===== src/scg_pkg.sv =====
// Package with register indices, field positions, reset values and encodings.
`default_nettype none
package scg_pkg;
    localparam int ADDR_W = 12;
    localparam int DATA_W = 32;
    localparam logic [9:0] IDX_CONTROL    = 10'h200;
    localparam logic [9:0] IDX_FEEDBACK   = 10'h201;
    localparam logic [9:0] IDX_REF_PATH   = 10'h202;
    localparam logic [9:0] IDX_OUTDIV_CFG = 10'h240;
    localparam logic [9:0] IDX_SRC_PHASE  = 10'h241;
    localparam int CTL_SYNC_BIT     = 2;
    localparam int CTL_PDN_BIT      = 1;
    localparam int CTL_RST_BIT      = 0;
    localparam int REF_PREDIV_LSB   = 1;
    localparam int REF_DOUBLER_BIT  = 0;
    localparam int ODC_RSVD_BIT     = 7;
    localparam int ODC_PDN_BIT      = 6;
    localparam int SRC_PAIRED_BIT   = 7;
    localparam int SRC_TEN_BIT      = 6;
    localparam logic [7:0] RST_CONTROL    = 8'h00;
    localparam logic [7:0] RST_FEEDBACK   = 8'h10;
    localparam logic [7:0] RST_REF_PATH   = 8'h01;
    localparam logic [7:0] RST_OUTDIV_CFG = 8'h83;
    localparam logic [7:0] RST_SRC_PHASE  = 8'h00;
    localparam logic [7:0] MASK_CONTROL   = 8'h07;
    localparam logic [7:0] MASK_REF_PATH  = 8'h0f;
    localparam logic [2:0] PREDIV_OFF     = 3'h0;
    typedef logic [2:0] scg_prediv_t;
endpackage
`default_nettype wire


===== src/scg_ref_path.sv =====
// Reference predivider and input path selection of the integer synthesizer.
`timescale 1ns/1ns
`default_nettype none
module scg_ref_path (
    input  wire logic              clk,
    input  wire logic              reset,
    input  wire logic              ref_edge,
    input  wire scg_pkg::scg_prediv_t ratio_code,
    input  wire logic              doubler_sel,
    output logic                   path_tick
);
    import scg_pkg::*;

    logic [4:0] half_len;
    logic [4:0] cnt_q;
    logic       pre_tick;

    // Divide ratios held in half input cycles: 1, 1.5, 2, 3, 4, 6, 8.
    always_comb begin
        unique case (ratio_code)
            3'h1:    half_len = 5'h02;
            3'h2:    half_len = 5'h03;
            3'h3:    half_len = 5'h04;
            3'h4:    half_len = 5'h06;
            3'h5:    half_len = 5'h08;
            3'h6:    half_len = 5'h0c;
            3'h7:    half_len = 5'h10;
            default: half_len = 5'h00;
        endcase
    end

    always_ff @(posedge clk or posedge reset) begin
        if (reset) begin
            cnt_q <= 5'h00;
        end else if (ratio_code == PREDIV_OFF) begin
            cnt_q <= 5'h00;
        end else if (ref_edge) begin
            cnt_q <= (cnt_q + 5'h01 >= half_len) ? 5'h00 : cnt_q + 5'h01;
        end
    end

    assign pre_tick = ref_edge && (ratio_code != PREDIV_OFF) && (cnt_q == 5'h00);

    // The doubled clock rises on every edge of the reference.
    always_ff @(posedge clk or posedge reset) begin
        if (reset) begin
            path_tick <= 1'b0;
        end else begin
            path_tick <= doubler_sel ? ref_edge : pre_tick;
        end
    end
endmodule
`default_nettype wire


===== src/scg_out_divider.sv =====
// Output divider with divide by field plus one and half-cycle phase offset.
`timescale 1ns/1ns
`default_nettype none
module scg_out_divider #(
    parameter int W = 6
) (
    input  wire logic         clk,
    input  wire logic         reset,
    input  wire logic         in_edge,
    input  wire logic         hold,
    input  wire logic         power_down,
    input  wire logic [W-1:0] ratio,
    input  wire logic [W-1:0] phase,
    output logic              div_out
);
    logic [W:0]   half_q;
    logic [W-1:0] delay_q;
    logic         held_q;

    // The output toggles every ratio+1 input half cycles, so it divides by ratio+1.
    always_ff @(posedge clk or posedge reset) begin
        if (reset) begin
            half_q  <= '0;
            delay_q <= '0;
            held_q  <= 1'b1;
            div_out <= 1'b0;
        end else if (power_down || hold) begin
            half_q  <= '0;
            delay_q <= '0;
            held_q  <= 1'b1;
            div_out <= 1'b0;
        end else if (held_q) begin
            delay_q <= phase;
            held_q  <= 1'b0;
        end else if (in_edge) begin
            if (delay_q != '0) begin
                delay_q <= delay_q - 1'b1;
            end else if (half_q == {1'b0, ratio}) begin
                half_q  <= '0;
                div_out <= ~div_out;
            end else begin
                half_q <= half_q + 1'b1;
            end
        end
    end
endmodule
`default_nettype wire


===== src/scg_synth_config.sv =====
// Integer synthesizer configuration and first distribution stage with APB registers.
//
// Behaviour
// - The distribution sync bit holds every divider fed by the synthesizer in sync while set; here it holds only the output divider, not the feedback divider.
// - The feedback divider divides by its 8-bit field, reset 16, and only 4 to 255 are legal.
// - The predivider code 000 powers it down and 001 to 111 divide by 1, 1.5, 2, 3, 4, 6 and 8.
// - Reference path bit 0 picks the predivider output when 0 and the doubler when 1, reset 1.
// - The output divider divides by its 6-bit field plus one, reset field 3.
// - The output divider delays its output by the phase field in half input cycles, reset 0.
// - Source bit 7 routes outputs eight and nine to the output divider or the active reference.
// - Source bit 6 feeds output ten's divider from the synthesizer or the first shared divider.
//
// The implementer's own choice: the APB interface to the registers.
`timescale 1ns/1ns
`default_nettype none
module scg_synth_config (
    input  wire logic                       clk,
    input  wire logic                       reset,
    input  wire logic                       psel,
    input  wire logic                       penable,
    input  wire logic                       pwrite,
    input  wire logic [scg_pkg::ADDR_W-1:0] paddr,
    input  wire logic [scg_pkg::DATA_W-1:0] pwdata,
    output logic      [scg_pkg::DATA_W-1:0] prdata,
    output logic                            pready,
    output logic                            pslverr,
    input  wire logic                       ref_edge,
    input  wire logic                       active_ref_clk,
    input  wire logic                       synth_out_edge,
    input  wire logic                       synth_out_rise,
    input  wire logic                       first_shared_divider_edge,
    output logic                            synth_reset,
    output logic                            synth_power_down,
    output logic                            distribution_sync,
    output logic                            synth_input_tick,
    output logic                            feedback_tick,
    output logic [7:0]                      feedback_divide,
    output logic                            output_divider_clk,
    output logic                            paired_output_clk,
    output logic                            output_ten_div_edge
);
    import scg_pkg::*;

    logic [7:0] control_q;
    logic [7:0] feedback_q;
    logic [7:0] ref_path_q;
    logic [7:0] outdiv_cfg_q;
    logic [7:0] src_phase_q;
    logic [9:0] index;
    logic       aligned;
    logic       hit;
    logic       access;
    logic [7:0] rd_byte;
    logic [7:0] fb_cnt_q;
    logic       synth_held;

    assign index   = paddr[ADDR_W-1:2];
    assign aligned = (paddr[1:0] == 2'b00);
    assign access  = psel && penable;

    always_comb begin
        hit     = aligned;
        rd_byte = 8'h00;
        unique case (index)
            IDX_CONTROL:    rd_byte = control_q;
            IDX_FEEDBACK:   rd_byte = feedback_q;
            IDX_REF_PATH:   rd_byte = ref_path_q;
            IDX_OUTDIV_CFG: rd_byte = outdiv_cfg_q;
            IDX_SRC_PHASE:  rd_byte = src_phase_q;
            default:        hit     = 1'b0;
        endcase
    end

    // The slave answers in the first access cycle; unmapped addresses return an error.
    assign pready  = 1'b1;
    assign pslverr = access && !hit;

    always_ff @(posedge clk or posedge reset) begin
        if (reset) begin
            prdata <= '0;
        end else if (psel && !penable && !pwrite) begin
            prdata <= {24'h000000, rd_byte};
        end
    end

    // Reserved bits of the control and reference path registers read as zero.
    always_ff @(posedge clk or posedge reset) begin
        if (reset) begin
            control_q    <= RST_CONTROL;
            feedback_q   <= RST_FEEDBACK;
            ref_path_q   <= RST_REF_PATH;
            outdiv_cfg_q <= RST_OUTDIV_CFG;
            src_phase_q  <= RST_SRC_PHASE;
        end else if (access && pwrite && hit) begin
            unique case (index)
                IDX_CONTROL:    control_q    <= pwdata[7:0] & MASK_CONTROL;
                IDX_FEEDBACK:   feedback_q   <= pwdata[7:0];
                IDX_REF_PATH:   ref_path_q   <= pwdata[7:0] & MASK_REF_PATH;
                IDX_OUTDIV_CFG: outdiv_cfg_q <= pwdata[7:0];
                default:        src_phase_q  <= pwdata[7:0];
            endcase
        end
    end

    assign synth_reset       = control_q[CTL_RST_BIT];
    assign synth_power_down  = control_q[CTL_PDN_BIT];
    assign distribution_sync = control_q[CTL_SYNC_BIT];
    assign feedback_divide   = feedback_q;
    assign synth_held        = synth_reset || synth_power_down;

    scg_ref_path u_ref_path (
        .clk         (clk),
        .reset       (reset),
        .ref_edge    (ref_edge),
        .ratio_code  (ref_path_q[REF_PREDIV_LSB +: 3]),
        .doubler_sel (ref_path_q[REF_DOUBLER_BIT]),
        .path_tick   (synth_input_tick)
    );

    // Feedback divider emits one tick per feedback_divide rising edges of the synthesizer.
    // Values below four are illegal and are not corrected here.
    always_ff @(posedge clk or posedge reset) begin
        if (reset) begin
            fb_cnt_q      <= 8'h00;
            feedback_tick <= 1'b0;
        end else if (synth_held) begin
            fb_cnt_q      <= 8'h00;
            feedback_tick <= 1'b0;
        end else if (synth_out_rise) begin
            if (fb_cnt_q + 8'h01 >= feedback_q) begin
                fb_cnt_q      <= 8'h00;
                feedback_tick <= 1'b1;
            end else begin
                fb_cnt_q      <= fb_cnt_q + 8'h01;
                feedback_tick <= 1'b0;
            end
        end else begin
            feedback_tick <= 1'b0;
        end
    end

    scg_out_divider #(
        .W (6)
    ) u_out_divider (
        .clk        (clk),
        .reset      (reset),
        .in_edge    (synth_out_edge),
        .hold       (distribution_sync || synth_held),
        .power_down (outdiv_cfg_q[ODC_PDN_BIT]),
        .ratio      (outdiv_cfg_q[5:0]),
        .phase      (src_phase_q[5:0]),
        .div_out    (output_divider_clk)
    );

    always_ff @(posedge clk or posedge reset) begin
        if (reset) begin
            paired_output_clk   <= 1'b0;
            output_ten_div_edge <= 1'b0;
        end else begin
            paired_output_clk   <= src_phase_q[SRC_PAIRED_BIT] ? active_ref_clk
                                                               : output_divider_clk;
            output_ten_div_edge <= src_phase_q[SRC_TEN_BIT] ? first_shared_divider_edge
                                                            : synth_out_edge;
        end
    end
endmodule
`default_nettype wire


===== config.mk =====
export PLATFORM = sky130hd
export DESIGN_NAME = scg_synth_config
export DESIGN_NICKNAME = d
export VERILOG_FILES = /design/src/scg_pkg.sv /design/src/scg_ref_path.sv /design/src/scg_out_divider.sv /design/src/scg_synth_config.sv
export SDC_FILE = /design/constraint.sdc
export NUM_CORES = 1
export LEC_CHECK = 0
export BUFFER_PORTS_ARGS = -buffer_cell sky130_fd_sc_hd__clkbuf_2
export CORE_MARGIN = 2
export CORE_UTILIZATION = 58
export CTS_CLUSTER_SIZE = 8
export DETAILED_ROUTE_END_ITERATION = 10
export PLACE_DENSITY = 0.86
export SLEW_MARGIN = 20
export SYNTH_ARGS = -nofsm -noshare
export SYNTH_HDL_FRONTEND = slang
export SYNTH_SLANG_ARGS = --single-unit

===== constraint.sdc =====
create_clock -name clk -period 4.3 [get_ports clk]
set_clock_uncertainty 0.05 [all_clocks]
set_input_delay 0.43 -clock clk [delete_from_list [all_inputs] [get_ports clk]]
set_output_delay 0.43 -clock clk [all_outputs]
set_load 0.02 [all_outputs]

==> flow_summary.yaml <==
run_status:
  status: "finished clean"
pwr:
  p_leak_nw: 2.234
  power.density_nw_per_um2: 323.9
  total_power_mw: 1.519
  peakVddDrop_uv: 199.4
placement:
  port_buffers: 54
  gp_congestion: 0.8983
  post-place-ws_ns: 1.425
  dpl.hpwl_um: 7183
  dp_cells: 562
worst_setup_path:
  path_class: "register to register"
  reg2regPathDepth: 8
  cp-start-kind: "register"
  crit_fanout: 7
  arrival_ns: 2.94
  worstPathRequired_ns: 4.47
  crit_path_end_kind: "register"
hold_path:
  hp-class: "input port to asynchronous set/reset pin"
timing:
  holdWs_ns: 0.1264
  tns_ns: 0
  hold_viol_final: 0
  final_max_slew_viol_count: 0
  fmax_ghz: 0.3619
  max_slew_margin_pct: 28.44
  finalSetupViolCount: 0
  rsz0062_at_grt: "no"
  post-route-period-util_pct: 64.26
  layout_setup_ws_ns: 1.537
  min_period_ns: 2.763
  worst_pin_slew_ns: 1.046
grt:
  grt_overflow_total: 0
  grt_pass1_vias: 3381
  grt_usage_pct: 25.27
  grt_max_degree: 53
  antenna_found_initial: 0
  grt_pass1_wl_um: 16420
route:
  wl_um: 9598
  drt_iter0_drc: 222
  wire_per_inst_um: 16.61
  drt_pre_antenna_iters: 4
  drtAntennaViolNets: 0
  dr_total_vias: 3383
  drt-vias-per-instance: 5.853
  drc: 0
clock_tree:
  cts_buffers: 9
  post-cts-setup-buffers: 0
  root_buffer: "clkbuf_8"
  max-clock-path-buffers: 2
  clk_latency_ns: 0.38
  holdBufCountCts: 0
  clkSlewWorstSetupHoldPaths_ns: 0.09
  htree_num_levels: 3
  cts-resized-gates: 0
  cts_tree: "yes"
  clkSinkCount: 71
layout:
  drive_above_1_share_pct: 25.89
  final_cells: 578
  nNetsFinal: 547
  antenna_cells: 0
  syn_to_final_growth_pct: 9.080
floorplan:
  row_count: 31
  pin_count: 104
  die-area_um2: 8117
  dieHeight_um: 90.10
  start_util_pct: 59.59
  coreArea_um2: 7214
  die_x_um: 90.10
yosys:
  syn_area_um2: 4299
  syn_avg_cell_area_um2: 10.09
  synth_edf_count: 0
  yosysSeqAreaShare_pct: 41.50
  ys.flop_type: "dfrtp_1"
  ys_async_sr_fraction_pct: 100.0
  synth.distinct_cells: 57
  ys_seq_elements: 71
  yosys_warnings: 0
  synth_cells: 426
flow_run:
  drv_cap: 0
==> stage by stage <==
| step | instance area [um2] | utilization (%) |
|---|---|---|
| final | 4690 | 65.00 |
| after global routing | 4690 | 65.00 |
| after CTS | 4687 | 64.97 |
| after detailed placement | 4507 | 62.47 |
| after global placement | 4507 | 62.47 |
| after floorplan | 4385 | - |
==> cell families (layout without fill, tap and decap cells) <==
logic type | after synthesis | in the layout | synth area share, %
simple gates | 124 | 124 | 15.54
compound gates | 83 | 83 | 13.33
flops | 71 | 71 | 41.50
buf+inv | 65 | 95 | 8.702
mux | 43 | 43 | 11.35
fa+ha+maj | 19 | 19 | 5.530
xor+xnor | 19 | 19 | 3.871
other cells | 2 | 25 | 0.1747
==> cells in the final DEF (no fill, tap or decap), types with 7 or more instances in the layout <==
cell type / count
nor2b_1: 7
clkbuf_8: 9
xor2_1: 10
nand3_1: 15
mux2_2: 30
ha_1: 19
nor3_1: 12
mux2i_1: 9
nand2_1: 38
inv_1: 21
clkbuf_2: 54
o211ai_1: 10
xnor2_1: 9
nor2_1: 11
dfrtp_1: 65
conb_1: 25
o21ai_0: 22
==> cell type report <==
| class | instances | area, um2 |
|---|---|---|
| inverters | 23 | 87.58 |
| repair buffers | 56 | 285.3 |
| flip-flops and latches | 71 | 1784 |
| clock buffers | 9 | 123.9 |
| multi-input cells | 313 | 2228 |
| fillers | 578 | 2525 |
| clock inverters | 7 | 56.30 |
| well taps | 99 | 123.9 |
==> final timing paths <==
path                                 from                        to  slack, ns
max                           fb_cnt_q[0]               fb_cnt_q[7]       1.54
min                                 reset  u_out_divider.delay_q[1]       0.13
max reg2reg                   fb_cnt_q[0]               fb_cnt_q[7]       1.54
min reg2reg                     prdata[7]                 prdata[7]       0.44
max in group asynchronous           reset             ref_path_q[0]       3.22
min in group clk           active_ref_clk         paired_output_clk       0.23
==> per-layer routing <==
metal	up-vias	wire [um]	GRT usage, %
li1	1583	-	-
met1	1633	4140	33.83
met2	142	4623	39.91
met3	25	556	4.526
met4	0	277	12.18
met5	-	0	0
==> synthesized netlist by cell type (all sizes together), types with 2 or more instances <==
| master | n | area [um2] |
|---|---|---|
| o31ai | 3 | 22.52 |
| a211oi | 4 | 30.03 |
| xnor2 | 9 | 78.83 |
| conb | 2 | 7.510 |
| a22o | 4 | 35.03 |
| a2111oi | 2 | 17.52 |
| nand3 | 15 | 75.07 |
| or4 | 3 | 26.27 |
| nor2 | 11 | 41.29 |
| a22oi | 5 | 37.54 |
| nor2b | 7 | 43.79 |
| o211ai | 10 | 75.07 |
| o311ai | 4 | 35.03 |
| o22ai | 4 | 25.02 |
| a31oi | 2 | 12.51 |
| inv | 22 | 82.58 |
| nand2 | 38 | 142.6 |
| or3 | 5 | 32.53 |
| o21a | 4 | 30.03 |
| mux2 | 34 | 397.9 |
| nor4 | 3 | 18.77 |
| dfstp | 6 | 157.7 |
| clkbuf | 9 | 33.78 |
| nor3 | 13 | 70.07 |
| dfrtp | 65 | 1627 |
| or4b | 2 | 20.02 |
| and3 | 5 | 31.28 |
| xor2 | 10 | 87.58 |
| and2 | 2 | 12.51 |
| buf | 33 | 254.0 |
| nand4 | 2 | 12.51 |
| o21ai | 22 | 110.1 |
| nand2b | 6 | 37.54 |
| o41ai | 4 | 35.03 |
| a21oi | 6 | 30.03 |
| ha | 19 | 237.7 |
| a2bb2oi | 3 | 26.28 |
| o2111ai | 4 | 35.03 |
| or2 | 5 | 31.28 |
| mux2i | 9 | 90.09 |
| nor3b | 2 | 15.01 |
==> worst max-delay path, cell delays in order, from the launching register on <==
cell,delay [ns]
dfrtp_1,0.49
ha_1,0.33
nand3_1,0.13
xor2_1,0.21
inv_1,0.07
ha_1,0.31
nand4_1,0.21
o311ai_0,0.65
o21ai_0,0.17
==> flip-flops by register name, indices dropped and copies added, names as in the netlist, 3 cells and up <==
register               count
fb_cnt_q                   8
u_out_divider.half_q       7
u_ref_path.cnt_q           5
prdata                     8
ref_path_q                 4
outdiv_cfg_q               8
src_phase_q                8
u_out_divider.delay_q      6
control_q                  3
feedback_divide            8
==> power breakdown <==
group          switching (mW)  internal (mW)  total, mW
logic                   0.163         0.0986      0.262
clock network           0.290          0.215      0.504
registers              0.0440          0.709      0.753
No activity file was read; power rests on OpenSTA's default activity.
